File: config.mk
export PLATFORM = sky130hd
export DESIGN_NAME = host_bus_port
export DESIGN_NICKNAME = d
export VERILOG_FILES = /design/src/include/host_port_pkg.sv /design/src/logic/host_bus_port.sv /design/src/logic/multi_pin_cell.sv
export VERILOG_INCLUDE_DIRS = /design/src /design/src/include
export SDC_FILE = /design/constraint.sdc
export NUM_CORES = 1
export LEC_CHECK = 0
export ABC_AREA = 1
export BUFFER_PORTS_ARGS = -buffer_cell sky130_fd_sc_hd__buf_2
export CORE_ASPECT_RATIO = 1.4
export CORE_MARGIN = 2
export CORE_UTILIZATION = 34
export CTS_BUF_LIST = sky130_fd_sc_hd__clkbuf_8 sky130_fd_sc_hd__clkbuf_16
export DETAILED_ROUTE_END_ITERATION = 10
export GPL_TIMING_DRIVEN = 0
export SYNTH_ARGS = -nofsm -noshare
export SYNTH_HDL_FRONTEND = slang
export SYNTH_SLANG_ARGS = --single-unit
File: constraint.sdc
create_clock -name clk_sys -period 6.4 [get_ports clk_sys]
set_input_delay 1.28 -clock clk_sys [delete_from_list [all_inputs] [get_ports clk_sys]]
set_output_delay 1.28 -clock clk_sys [all_outputs]
set_load 0.05 [all_outputs]
File: src/include/host_port_defines.svh
// constants for the parallel host port and pin functions
`ifndef HOST_PORT_DEFINES_SVH
`define HOST_PORT_DEFINES_SVH
// ==========================================
// widths
`define HP_ADDR_W      6
`define HP_DATA_W      8
`define HP_NCH         4
`define HP_LVL_W       6
// ==========================================
// reset values, and the last value the mode register pointer parks on
`define HP_OSC_DIV_RST 8'h01
`define HP_MR_PTR_RST  2'h0
`define HP_MR_PTR_LAST 2'h2
`define HP_DACK_EN_RST 1'b1
// ==========================================
// field positions
`define HP_MR_ADDR_LO  3'h0
`define HP_VEC_CH_LSB  0
`define HP_VEC_CH_MSB  1
`endif

File: src/include/host_port_pkg.sv
// types for the parallel host port and pin functions
package host_port_pkg;
	// ==========================================
	// pin modes
	typedef enum logic [2:0] {
		IO0_GP_IN,
		IO0_CTS_IN,
		IO0_TXC1_OUT,
		IO0_TXC16_OUT,
		IO0_GP_OUT
	} io0_mode_type;

	typedef enum logic [2:0] {
		IO1_GP_IN,
		IO1_TXC1_IN,
		IO1_TXC16_IN,
		IO1_RXC1_OUT,
		IO1_RXC16_OUT,
		IO1_GP_OUT,
		IO1_CT
	} io1_mode_type;

	// ==========================================
	// host cycle sequencer
	typedef enum logic [1:0] {
		ST_IDLE,
		ST_FETCH,
		ST_ACK
	} host_state_type;
endpackage

File: src/logic/host_bus_port.sv
// asynchronous-strobe parallel host port with interrupt acknowledge and pin functions
// Contract
// RULE_01: access needs chip select plus read or write
// RULE_02: address inputs select the target register
// RULE_03: eight-bit bus, driven only on reads/acknowledge
// RULE_04: read cycle drives addressed register data
// RULE_05: write cycle stores bus into addressed register
// RULE_06: acknowledge pulled low after each access
// RULE_07: read acknowledge only once data valid
// RULE_08: write acknowledge only after data captured
// RULE_09: interrupt request when enabled level exceeds threshold
// RULE_10: host holds chip select high during acknowledge
// RULE_11: acknowledge returns vector, plain or modified
// RULE_12: each acknowledge updates current interrupt register
// RULE_13: four channels, one transmit, one receive each
// RULE_14: pin zero modes and change detection
// RULE_15: pin one modes and change detection
// RULE_16: pin one carries timer in a/c, out b/d
// RULE_17: master reset sets divider, pointer, acknowledge, inputs
// RULE_18: release acknowledge and bus when strobe rises
`timescale 1ns/1ns
`include "host_port_defines.svh"
module host_bus_port #(
	parameter int NCH   = `HP_NCH,
	parameter int LVL_W = `HP_LVL_W
) (
	// clock and reset
	input  wire logic                        clk_sys,
	input  wire logic                        rst_n,
	input  wire logic                        master_reset,
	// host pins
	input  wire logic                        chip_select_n,
	input  wire logic                        read_strobe_n,
	input  wire logic                        write_strobe_n,
	input  wire logic                        irq_ack_in_n,
	input  wire logic [`HP_ADDR_W-1:0]       reg_addr_in,
	input  wire logic [`HP_DATA_W-1:0]       host_data_in,
	output logic      [`HP_DATA_W-1:0]       host_data_out,
	output logic                             host_data_oe,
	output logic                             bus_ack_n_out,
	output logic                             bus_ack_n_oe,
	output logic                             irq_out_n_out,
	output logic                             irq_out_n_oe,
	// register file side
	output logic                             reg_rd_stb,
	output logic                             reg_wr_stb,
	output logic      [`HP_ADDR_W-1:0]       reg_addr,
	output logic      [`HP_DATA_W-1:0]       reg_wdata,
	input  wire logic [`HP_DATA_W-1:0]       reg_rdata,
	// control
	input  wire logic                        osc_div_wr,
	input  wire logic [7:0]                  osc_div_wdata,
	input  wire logic                        dack_disable,
	output logic      [7:0]                  osc_div,
	output logic      [1:0]                  mr_ptr,
	output logic                             dack_enable,
	// interrupt sources
	input  wire logic [NCH-1:0][LVL_W-1:0]   src_level,
	input  wire logic [NCH-1:0]              src_enable,
	input  wire logic [LVL_W-1:0]            irq_threshold,
	input  wire logic [`HP_DATA_W-1:0]       irq_vector,
	input  wire logic                        vector_modify,
	output logic      [`HP_DATA_W-1:0]       current_interrupt_reg,
	// serial pins
	output logic      [NCH-1:0]              serial_tx_out,
	input  wire logic [NCH-1:0]              serial_rx_in,
	input  wire logic [NCH-1:0]              chan_tx_data,
	output logic      [NCH-1:0]              chan_rx_data,
	// multi-use pins
	input  wire host_port_pkg::io0_mode_type io0_mode [NCH],
	input  wire host_port_pkg::io1_mode_type io1_mode [NCH],
	input  wire logic [NCH-1:0]              io0_gp_out,
	input  wire logic [NCH-1:0]              io1_gp_out,
	input  wire logic [NCH-1:0]              tx_clk_1x,
	input  wire logic [NCH-1:0]              tx_clk_16x,
	input  wire logic [NCH-1:0]              rx_clk_1x,
	input  wire logic [NCH-1:0]              rx_clk_16x,
	input  wire logic [NCH-1:0]              ct_out,
	input  wire logic [NCH-1:0]              multi_pin_zero_in,
	output logic      [NCH-1:0]              multi_pin_zero_out,
	output logic      [NCH-1:0]              multi_pin_zero_oe,
	input  wire logic [NCH-1:0]              multi_pin_one_in,
	output logic      [NCH-1:0]              multi_pin_one_out,
	output logic      [NCH-1:0]              multi_pin_one_oe,
	output logic      [NCH-1:0]              io0_level,
	output logic      [NCH-1:0]              io1_level,
	output logic      [NCH-1:0]              io0_cos,
	output logic      [NCH-1:0]              io1_cos,
	output logic      [NCH-1:0]              cts_n,
	output logic      [NCH-1:0]              ext_tx_clk,
	output logic      [NCH-1:0]              ext_tx_16x,
	output logic      [NCH-1:0]              ct_in
);
	// ==========================================
	// parameter check
	if (NCH != 4 || LVL_W < 1 || LVL_W > 6) begin : g_bad_param
		$error("host_bus_port needs four channels and a level of 1 to 6 bits");
	end

	localparam int SW = 5 + `HP_ADDR_W + `HP_DATA_W + NCH;

	// ==========================================
	// pin synchronisers
	logic [SW-1:0] meta_q;
	logic [SW-1:0] sync_q;

	always_ff @(posedge clk_sys) begin
		meta_q <= {master_reset, chip_select_n, read_strobe_n, write_strobe_n,
			irq_ack_in_n, reg_addr_in, host_data_in, serial_rx_in};
		sync_q <= meta_q;
	end

	wire                  mreset_s = sync_q[SW-1];
	wire                  cs_n_s   = sync_q[SW-2];
	wire                  rd_n_s   = sync_q[SW-3];
	wire                  wr_n_s   = sync_q[SW-4];
	wire                  iack_n_s = sync_q[SW-5];
	wire [`HP_ADDR_W-1:0] addr_s   = sync_q[`HP_DATA_W+NCH +: `HP_ADDR_W];
	wire [`HP_DATA_W-1:0] data_s   = sync_q[NCH +: `HP_DATA_W];
	wire                  srst     = !rst_n || mreset_s; // [RULE_17]

	// ==========================================
	// cycle decode
	wire rd_req   = !cs_n_s && !rd_n_s; // [RULE_01]
	wire wr_req   = !cs_n_s && !wr_n_s && rd_n_s; // [RULE_01]
	// an acknowledge seen with chip select low is ignored
	wire iack_req = !iack_n_s && cs_n_s; // [RULE_10]
	wire all_idle = rd_n_s && wr_n_s && iack_n_s;

	// ==========================================
	// interrupt arbitration
	function automatic logic [1:0] pick_winner(input logic [NCH-1:0][LVL_W-1:0] lv,
		input logic [NCH-1:0] en);
		logic [1:0]       best;
		logic [LVL_W-1:0] top;
		best = 2'h0;
		top  = '0;
		for (int i = 0; i < NCH; i++) begin
			if (en[i] && lv[i] > top) begin
				best = 2'(i);
				top  = lv[i];
			end
		end
		return best;
	endfunction

	logic [NCH-1:0] hit;
	for (genvar c = 0; c < NCH; c++) begin : g_hit
		assign hit[c] = src_enable[c] && (src_level[c] > irq_threshold); // [RULE_09]
	end
	wire                  any_hit  = |hit;
	wire [1:0]            win_ch   = pick_winner(src_level, hit);
	wire [LVL_W-1:0]      win_lvl  = src_level[win_ch];
	wire [`HP_DATA_W-1:0] vec_mod  = {irq_vector[`HP_DATA_W-1:`HP_VEC_CH_MSB+1], win_ch};
	wire [`HP_DATA_W-1:0] vec_sel  = vector_modify ? vec_mod : irq_vector; // [RULE_11]
	wire [`HP_DATA_W-1:0] cir_next = `HP_DATA_W'({win_ch, win_lvl});

	// ==========================================
	// cycle sequencer
	host_port_pkg::host_state_type state_q;
	host_port_pkg::host_state_type state_d;
	logic                          wr_cycle_q;

	always_comb begin
		state_d = state_q;
		unique case (state_q)
			host_port_pkg::ST_IDLE: begin
				// writes pass the fetch state too, so the store lands before the ack
				if (rd_req || wr_req) begin
					state_d = host_port_pkg::ST_FETCH; // [RULE_08]
				end else if (iack_req) begin
					state_d = host_port_pkg::ST_ACK;
				end
			end
			host_port_pkg::ST_FETCH: begin
				state_d = host_port_pkg::ST_ACK;
			end
			host_port_pkg::ST_ACK: begin
				if (all_idle) begin
					state_d = host_port_pkg::ST_IDLE; // [RULE_18]
				end
			end
		endcase
	end

	wire idle      = (state_q == host_port_pkg::ST_IDLE);
	wire take_rd   = idle && rd_req;
	wire take_wr   = idle && !rd_req && wr_req;
	wire take_iack = idle && !rd_req && !wr_req && iack_req;
	wire mr_access = (take_rd || take_wr) && (addr_s[2:0] == `HP_MR_ADDR_LO);

	always_ff @(posedge clk_sys) begin
		if (srst) begin
			state_q    <= host_port_pkg::ST_IDLE;
			wr_cycle_q <= 1'b0;
			reg_rd_stb <= 1'b0;
			reg_wr_stb <= 1'b0;
		end else begin
			state_q    <= state_d;
			wr_cycle_q <= take_wr ? 1'b1 : (idle ? 1'b0 : wr_cycle_q);
			reg_rd_stb <= take_rd; // [RULE_04]
			reg_wr_stb <= take_wr; // [RULE_05]
		end
	end

	always_ff @(posedge clk_sys) begin
		if (srst) begin
			reg_addr  <= '0;
			reg_wdata <= '0;
		end else if (take_rd || take_wr) begin
			reg_addr  <= addr_s; // [RULE_02]
			reg_wdata <= data_s; // [RULE_05]
		end
	end

	// ==========================================
	// data bus and acknowledge drive
	always_ff @(posedge clk_sys) begin
		if (srst) begin
			host_data_out <= '0;
			host_data_oe  <= 1'b0;
		end else if (state_q == host_port_pkg::ST_FETCH && !wr_cycle_q) begin
			host_data_out <= reg_rdata; // [RULE_04]
			host_data_oe  <= 1'b1; // [RULE_03]
		end else if (take_iack) begin
			host_data_out <= vec_sel; // [RULE_11]
			host_data_oe  <= 1'b1;
		end else if (state_q == host_port_pkg::ST_ACK && all_idle) begin
			host_data_oe  <= 1'b0; // [RULE_18]
		end
	end

	// data is already stable when the sequencer reaches the acknowledge state
	assign bus_ack_n_oe  = (state_q == host_port_pkg::ST_ACK) && dack_enable; // [RULE_06] [RULE_07] [RULE_08]
	assign bus_ack_n_out = 1'b0;
	assign irq_out_n_out = 1'b0;

	// ==========================================
	// interrupt output and current interrupt
	always_ff @(posedge clk_sys) begin
		if (srst) begin
			irq_out_n_oe          <= 1'b0;
			current_interrupt_reg <= '0;
		end else begin
			irq_out_n_oe <= any_hit; // [RULE_09]
			if (take_iack) begin
				current_interrupt_reg <= cir_next; // [RULE_12]
			end
		end
	end

	// ==========================================
	// reset-set control
	always_ff @(posedge clk_sys) begin
		if (srst) begin
			osc_div     <= `HP_OSC_DIV_RST; // [RULE_17]
			mr_ptr      <= `HP_MR_PTR_RST;
			dack_enable <= `HP_DACK_EN_RST;
		end else begin
			if (osc_div_wr) begin
				osc_div <= osc_div_wdata;
			end
			if (dack_disable) begin
				dack_enable <= 1'b0;
			end
			// pointer steps through the mode registers and parks on the last
			if (mr_access && mr_ptr != `HP_MR_PTR_LAST) begin
				mr_ptr <= mr_ptr + 2'h1;
			end
		end
	end

	// ==========================================
	// serial pins and multi-use pins
	always_ff @(posedge clk_sys) begin
		if (srst) begin
			serial_tx_out <= '1;
		end else begin
			serial_tx_out <= chan_tx_data; // [RULE_13]
		end
	end
	assign chan_rx_data = sync_q[NCH-1:0]; // [RULE_13]

	for (genvar c = 0; c < NCH; c++) begin : g_chan
		multi_pin_cell #(
			.CT_IS_OUTPUT ((c % 2) == 1) // [RULE_16]
		) u_pins (
			.clk_sys    (clk_sys),
			.srst       (srst),
			.io0_mode   (io0_mode[c]),
			.io1_mode   (io1_mode[c]),
			.io0_gp_out (io0_gp_out[c]),
			.io1_gp_out (io1_gp_out[c]),
			.tx_clk_1x  (tx_clk_1x[c]),
			.tx_clk_16x (tx_clk_16x[c]),
			.rx_clk_1x  (rx_clk_1x[c]),
			.rx_clk_16x (rx_clk_16x[c]),
			.ct_out     (ct_out[c]),
			.io0_in     (multi_pin_zero_in[c]),
			.io0_out    (multi_pin_zero_out[c]),
			.io0_oe     (multi_pin_zero_oe[c]),
			.io1_in     (multi_pin_one_in[c]),
			.io1_out    (multi_pin_one_out[c]),
			.io1_oe     (multi_pin_one_oe[c]),
			.io0_level  (io0_level[c]),
			.io1_level  (io1_level[c]),
			.io0_cos    (io0_cos[c]),
			.io1_cos    (io1_cos[c]),
			.cts_n      (cts_n[c]),
			.ext_tx_clk (ext_tx_clk[c]),
			.ext_tx_16x (ext_tx_16x[c]),
			.ct_in      (ct_in[c])
		);
	end
endmodule // host_bus_port

File: src/logic/multi_pin_cell.sv
// one channel's two multi-use pins with change-of-state detection
`timescale 1ns/1ns
`include "host_port_defines.svh"
module multi_pin_cell #(
	parameter bit CT_IS_OUTPUT = 1'b0
) (
	// clock and reset
	input  wire logic                        clk_sys,
	input  wire logic                        srst,
	// configuration
	input  wire host_port_pkg::io0_mode_type io0_mode,
	input  wire host_port_pkg::io1_mode_type io1_mode,
	input  wire logic                        io0_gp_out,
	input  wire logic                        io1_gp_out,
	// internal clocks and timer
	input  wire logic                        tx_clk_1x,
	input  wire logic                        tx_clk_16x,
	input  wire logic                        rx_clk_1x,
	input  wire logic                        rx_clk_16x,
	input  wire logic                        ct_out,
	// pins
	input  wire logic                        io0_in,
	output logic                             io0_out,
	output logic                             io0_oe,
	input  wire logic                        io1_in,
	output logic                             io1_out,
	output logic                             io1_oe,
	// user side
	output logic                             io0_level,
	output logic                             io1_level,
	output logic                             io0_cos,
	output logic                             io1_cos,
	output logic                             cts_n,
	output logic                             ext_tx_clk,
	output logic                             ext_tx_16x,
	output logic                             ct_in
);
	// ==========================================
	// input synchronisers and change detect
	logic [1:0] meta_q;
	logic [1:0] sync_q;
	logic [1:0] last_q;
	logic [1:0] cos_q;

	// history not reset: a pin that moved during reset gives no false change
	always_ff @(posedge clk_sys) begin
		meta_q <= {io1_in, io0_in};
		sync_q <= meta_q;
		last_q <= sync_q;
	end

	always_ff @(posedge clk_sys) begin
		if (srst) begin
			cos_q <= 2'h0;
		end else begin
			cos_q <= sync_q ^ last_q; // [RULE_14] [RULE_15]
		end
	end

	assign io0_level = sync_q[0];
	assign io1_level = sync_q[1];
	assign io0_cos   = cos_q[0];
	assign io1_cos   = cos_q[1];

	// ==========================================
	// mode decode
	wire io0_drives = (io0_mode == host_port_pkg::IO0_TXC1_OUT) ||
		(io0_mode == host_port_pkg::IO0_TXC16_OUT) ||
		(io0_mode == host_port_pkg::IO0_GP_OUT); // [RULE_14]
	wire io0_value  = (io0_mode == host_port_pkg::IO0_TXC1_OUT) ? tx_clk_1x :
		(io0_mode == host_port_pkg::IO0_TXC16_OUT) ? tx_clk_16x : io0_gp_out;
	wire io1_ct     = (io1_mode == host_port_pkg::IO1_CT);
	wire io1_drives = (io1_mode == host_port_pkg::IO1_RXC1_OUT) ||
		(io1_mode == host_port_pkg::IO1_RXC16_OUT) ||
		(io1_mode == host_port_pkg::IO1_GP_OUT) ||
		(io1_ct && CT_IS_OUTPUT); // [RULE_15] [RULE_16]
	wire io1_value  = (io1_mode == host_port_pkg::IO1_RXC1_OUT) ? rx_clk_1x :
		(io1_mode == host_port_pkg::IO1_RXC16_OUT) ? rx_clk_16x :
		io1_ct ? ct_out : io1_gp_out;

	// outputs go through flops so a mode change cannot glitch a pin
	always_ff @(posedge clk_sys) begin
		if (srst) begin
			io0_oe  <= 1'b0;
			io1_oe  <= 1'b0;
			io0_out <= 1'b1;
			io1_out <= 1'b1;
		end else begin
			io0_oe  <= io0_drives;
			io1_oe  <= io1_drives;
			io0_out <= io0_value;
			io1_out <= io1_value;
		end
	end

	// inputs read as low when the pin is not in that mode
	assign cts_n      = (io0_mode == host_port_pkg::IO0_CTS_IN) ? sync_q[0] : 1'b0;
	assign ext_tx_clk = ((io1_mode == host_port_pkg::IO1_TXC1_IN) ||
		(io1_mode == host_port_pkg::IO1_TXC16_IN)) ? sync_q[1] : 1'b0; // [RULE_15]
	assign ext_tx_16x = (io1_mode == host_port_pkg::IO1_TXC16_IN);
	assign ct_in      = (io1_ct && !CT_IS_OUTPUT) ? sync_q[1] : 1'b0; // [RULE_16]
endmodule // multi_pin_cell
==> results of run 1 <==
## stage by stage
stage | instance area (µm²) | setup TNS [ns] | hold WS (ns) | utilization (%) | power (W)
4_1_cts | 8740 | 0 | 0.325 | 45.7 | 0.00246
2_1_floorplan | 6600 | 0 | 0.310 | - | 0.00132
3_3_place_gp | 8160 | -1.21 | 0.310 | 42.6 | 0.00146
6_report | 8860 | 0 | 0.321 | 46.3 | 0.00244
5_1_grt | 8860 | -0.191 | 0.330 | 46.3 | 0.00257
3_5_place_dp | 8160 | -1.53 | 0.312 | 42.6 | 0.00147
## layer usage
layer  global-route usage (%)  vias to the layer above
li1                         -                     3173
met1                     18.8                     2686
met2                     31.4                      200
met3                     3.64                       40
met4                     7.60                        2
met5                        0                        -
## cell families after synthesis
group                    after synthesis  share of synthesized area [%]
AND/OR/NAND/NOR                      343                           22.6
flip-flops                           146                           44.3
AO/OA/AOI/OAI                        118                           9.89
buffers and inverters                176                           13.1
XOR/XNOR                               8                           1.06
other                                  1                         0.0569
adder cells (fa/ha/maj)               47                           8.92
## report_power, final
group | internal, W | switching (W) | total (W)
registers | 0.000954 | 0.0000177 | 0.000972
clock network | 0.000555 | 0.000429 | 0.000984
logic | 0.000170 | 0.000316 | 0.000486
total | 0.00168 | 0.000763 | 0.00244
## critical path, delay by kind of cell
family	cells	cell delay, ns
compound gates	6	0.66
fa+ha+maj	4	1.21
simple gates	25	2.41
buf+inv	7	0.71
## area by class of cell
type | count | area, µm² | area share (%)
Sequential cell | 146 | 2920 | 33.0
Multi-Input combinational cell | 520 | 2870 | 32.4
Timing Repair Buffer | 255 | 1290 | 14.6
Buffer | 69 | 467 | 5.27
Clock buffer | 17 | 425 | 4.80
Inverter | 107 | 405 | 4.58
Tap cell | 248 | 310 | 3.50
Clock inverter | 15 | 161 | 1.82
## path summary, 6_finish.rpt
| check | to | slack, ns | startpoint |
|---|---|---|---|
| setup / recovery | current_interrupt_reg[1] | 0.41 | irq_threshold[5] |
| hold / removal | g_chan[1].u_pins.sync_q[1] | 0.32 | g_chan[1].u_pins.meta_q[1] |
| setup reg to reg | host_data_out[5] | 4.42 | state_q[0] |
| hold reg to reg | g_chan[1].u_pins.sync_q[1] | 0.32 | g_chan[1].u_pins.meta_q[1] |
## cell usage in the layout, fill, tap and decap left out, types with 33 or more instances in the layout
master and n:
buf_2 249, nand2_1 169, dfxtp_1 146, inv_1 103, nor2_1 92, buf_4 62
a21oi_1 45, ha_1 45, o21ai_0 44, nand3_1 33
## repair_timing
| action | CTS | global route |
|---|---|---|
| gates resized for setup | 0 | 16 |
| buffers inserted | 0 | 7 |
| endpoints found under the setup margin | 0 | 9 |
==> run_results.csv, run 1 <==
group,metric,value,unit
outcome,status,"finished, final reports clean",
timing,timing.final.ws_setup,0.408,ns
timing,worst_pin_slew,0.688,ns
critical_path,worst-endpoint-arrival,6.29,ns
timing,fin_crit_sh,93.6,%
grt,overflow,0,
yosys,synth_edf_count,0,
timing,max_freq,167,MHz
yosys,yosysTopAreaCell,"dfxtp_1",
placed_design,pre_cts_ws,-0.241,ns
cells_and_area,drive_gt1_share,33.7,%
yosys,synth_commonest_cells,"170 x nand2_1, 146 x dfxtp_1, 103 x inv_1, 94 x nor2_1, 54 x buf_4",
grt,antenna_found_initial,1,
critical_path,critPathKind,"in2reg",
timing,fin_crit,5.99,ns
floorplan,die_y,169,µm
drt,drc,0,
drt,viasPerCell,4.43,
drt,routed_wl,18100,µm
timing,slew_viol_final,0,
drt,routed-wl-met2,9330,µm
cts,cts_buffers,17,
placed_design,gp_congestion,0.875,
yosys,synth_top_flop_cell,"dfxtp_1",
placed_design,dp.cells,1338,
yosys,synth_area,6590,µm²
drt,wl_met1,7150,µm
cells_and_area,top_regs,"meta_q: 23 flops, sync_q: 23 flops",
cts,cts.clk_slew.worst_paths,0.07,ns
drt,wl_per_cell,13.1,µm
floorplan,initial_utilization,34.4,%
yosys,syn_inst,839,
cells_and_area,nets,1313,
power,ir_drop,0.000171,V
yosys,synth_area_leaders,"dfxtp_1 44%, nand2_1 9.7%, ha_1 8.9%, buf_4 6.1%, inv_1 5.9%",
drt,first_iter_violations,246,
cells_and_area,fill_cells,1973,
floorplan,die-area,20500,µm²
critical_path,crit_path_max_incr_delay,0.31,ns
timing,skew,0.00817,ns
floorplan,top_level_ports,254,
floorplan,die_w,122,µm
critical_path,crit_required,6.70,ns
cells_and_area,post_layout_nonfiller_instances,1377,
yosys,async_reset_ff_share,0,%
cts,cts_max_path_buffers,2,
critical_path,worst-r2r-cell-count,9,
critical_path,endpoint_kind,"register",
cts,htreeDepth,4,
timing,setup_viol,0,
cts,cts_sinks,146,
cts,tritoncts,"yes",
yosys,yosysTopAreaCellShare,44.3,%
yosys,ys_types,41,
timing,hold_viol,0,
critical_path,crit_path_top_delay_cell,"ha_1",
placed_design,dp_hpwl,14600,µm
drt,vias,6101,
yosys,synth.most_common_cell,"nand2_1",
power,powerDensity,276,nW/µm²
cts,clock_latency,0.41,ns
cells_and_area,num_antenna_cells,0,
grt,first_global_vias,5506,
yosys,yosysSeqAreaShare,44.3,%
grt,grt_usage,17.2,%
placed_design,portBuffers,248,
cts,hold_buffers,0,
yosys,ys_ff_latch,146,
critical_path,cp_max_fo,10,
floorplan,core.rowCount,60,
hold_path,hold_depth,0,
hold_path,min_path_type,"reg2reg",
cts,root_buffer,"clkbuf_16",
yosys,ys_warn_count,0,
cells_and_area,synthToLayoutAreaGrowth,34.4,%
grt,grt_pass1_wl,27400,µm
drt,firstDrtPassIters,4,
critical_path,timing.critical_path.mode_cell,"nand2_1",
power,leakagePower,4.77,nW
critical_path,critPathLaunchType,"input port",
grt,grt_max_degree,17,
floorplan,core,19100,µm²
yosys,syn_area_per_cell,7.86,µm²
drt,top_layer_used,"met5",
job,drv_cap,0,
drt,met3_wirelength,938,µm
drt,final_antenna_net_count,0,
timing,max-slew-margin-rel,54.2,%
Note: power is estimated with default switching activity, not from simulation.
==> inputs of run 2 (changes only) <==
--- a/config.mk
+++ b/config.mk
@@ -13,7 +13,6 @@
 export CORE_UTILIZATION = 34
 export CTS_BUF_LIST = sky130_fd_sc_hd__clkbuf_8 sky130_fd_sc_hd__clkbuf_16
 export DETAILED_ROUTE_END_ITERATION = 10
-export GPL_TIMING_DRIVEN = 0
 export SYNTH_ARGS = -nofsm -noshare
 export SYNTH_HDL_FRONTEND = slang
 export SYNTH_SLANG_ARGS = --single-unit
==> run_results.csv, run 2 (synthesis results as in run 1) <==
group,metric,value,unit
outcome,status,"finished, final reports clean",
critical_path,cp_num_buf_inv,4,
floorplan,die-area,20500,µm²
critical_path,crit_required,6.70,ns
cts,root_buffer,"clkbuf_16",
drt,wl_per_cell,13.5,µm
drt,final_antenna_net_count,0,
critical_path,r2r_slack,4.11,ns
cells_and_area,mostFrequentLayoutCell,"buf_2",
critical_path,crit_path_top_delay_cell,"ha_1",
critical_path,timing.rr.end,"host_data_out[1]",
hold_path,hold_depth,0,
drt,first_iter_violations,176,
drt,routed_wl,17600,µm
hold_path,hold_path_end,"sync_q[13]",
cts,clock_latency,0.41,ns
grt,first_global_vias,5520,
timing,worst_pin_slew,1.06,ns
critical_path,critPathKind,"in2reg",
timing,slew_viol_final,0,
critical_path,crit_path_max_incr_delay,0.31,ns
placed_design,place_area,7710,µm²
cts,cts_buffers,17,
floorplan,die_w,122,µm
placed_design,pre_cts_ws,0.114,ns
hold_path,hold_start,"meta_q[13]",
drt,vias,5825,
critical_path,timing.critical_path.mode_cell,"nand2_1",
drt,viasPerCell,4.47,
drt,firstDrtPassIters,4,
power,ir_drop,0.000185,V
cts,hold_buffers,0,
grt,antenna_found_initial,1,
cells_and_area,synthToLayoutAreaGrowth,26.0,%
critical_path,path_delay_family,"simple AND/OR/NAND/NOR gates",
power,powerDensity,288,nW/µm²
power,totalPowerFinal,0.00239,W
cells_and_area,drive_gt1_share,29.7,%
drt,drc,0,
placed_design,dp_hpwl,14000,µm
timing,timing.final.ws_setup,0.559,ns
cts,htreeDepth,4,
cts,cts.clk_slew.worst_paths,0.06,ns
grt,grt_usage,17.0,%
cells_and_area,nets,1239,
critical_path,cp.depth,40,
cells_and_area,post_layout_nonfiller_instances,1304,
cts,cts_setup_buffers,0,
critical_path,worst-r2r-cell-count,10,
hold_path,min_path_type,"reg2reg",
critical_path,r2r_start,"state_q[0]",
cts,tritoncts,"yes",
floorplan,top_level_ports,254,
placed_design,gp_congestion,0.871,
floorplan,core.rowCount,60,
timing,skew,0.00928,ns
timing,setup_viol,0,
cells_and_area,design_area,8310,µm²
cts,cts_max_path_buffers,2,
timing,fin_crit_sh,91.3,%
job,drv_cap,0,
floorplan,initial_utilization,34.4,%
critical_path,endpoint_kind,"register",
critical_path,critPathLaunchType,"input port",
grt,grt_max_degree,44,
cells_and_area,top_regs,"meta_q: 23 flops, sync_q: 23 flops",
floorplan,die_y,169,µm
grt,overflow,0,
floorplan,core,19100,µm²
cells_and_area,final_cell_mix,"249 x buf_2, 169 x nand2_1, 146 x dfxtp_1",
timing,max-slew-margin-rel,29.1,%
timing,holdWs,0.326,ns
placed_design,dp.cells,1271,
timing,fin_crit,5.84,ns
power,leakagePower,4.44,nW
cells_and_area,fill_cells,1995,
timing,hold_viol,0,
cts,cts_sinks,146,
critical_path,cp_max_fo,14,
grt,grt_pass1_wl,27100,µm
timing,max_freq,171,MHz
critical_path,worst-endpoint-arrival,6.14,ns
placed_design,portBuffers,249,
==> run 2: changes by cell type in the layout (fill, tap and decap cells not counted), moves of 2 or more <==
cell / delta
buf_4: -61
clkbuf_1: -13
inv_8: +3
clkbuf_8: +2
ha_1: +2
ha_4: -2
inv_6: -2
nor2_2: -2
o21ai_0: +2
==> run 2: what timing repair did <==
item | 4_1_cts | 5_1_grt
setup endpoints to repair | 0 | 7
resized for setup | 0 | 3
hold endpoints to repair | 0 | 0
==> run 2: area by class of cell <==
class / instances / area, µm² / share of cell area (%)
sequential: 146 / 2920 / 35.2
multi-input combinational: 520 / 2840 / 34.1
timing repair buffer: 250 / 1250 / 15.1
clock buffer: 19 / 453 / 5.45
inverter: 107 / 402 / 4.83
tap: 248 / 310 / 3.73
clock inverter: 13 / 130 / 1.57
antenna: 1 / 2.50 / 0.0301
==> run 2: power breakdown <==
| part | total, W | switching, W | internal [W] |
|---|---|---|---|
| Clock | 0.000970 | 0.000429 | 0.000541 |
| Combinational | 0.000451 | 0.000309 | 0.000142 |
| Sequential | 0.000972 | 0.0000181 | 0.000954 |
| Total | 0.00239 | 0.000755 | 0.00164 |
==> run 2: metrics by stage <==
step	util, %	TNS, ns
floorplan	-	0
global placement	40.3	0
detailed placement	40.3	0
CTS	43.3	0
global route	43.4	-0.00351
finish	43.4	0
==> run 2: worst max path at each step <==
stage                                     endpoint  slack, ns              from
after floorplan           current_interrupt_reg[4]       0.66  irq_threshold[5]
after global placement    current_interrupt_reg[0]       0.30  irq_threshold[5]
after detailed placement  current_interrupt_reg[0]       0.11  irq_threshold[5]
after CTS                 current_interrupt_reg[0]       0.53  irq_threshold[5]
after global routing      current_interrupt_reg[0]     -0.004  irq_threshold[5]
final                     current_interrupt_reg[0]       0.56      src_level[5]
==> run 2: metal layers <==
| layer | up-vias | global-route usage (%) | wire length, µm |
|---|---|---|---|
| met2 | 186 | 31.8 | 8960 |
| met4 | 0 | 7.85 | 692 |
| met1 | 2566 | 18.3 | 7080 |
| met3 | 42 | 3.10 | 838 |
| li1 | 3031 | - | - |
| met5 | - | 0 | 0 |
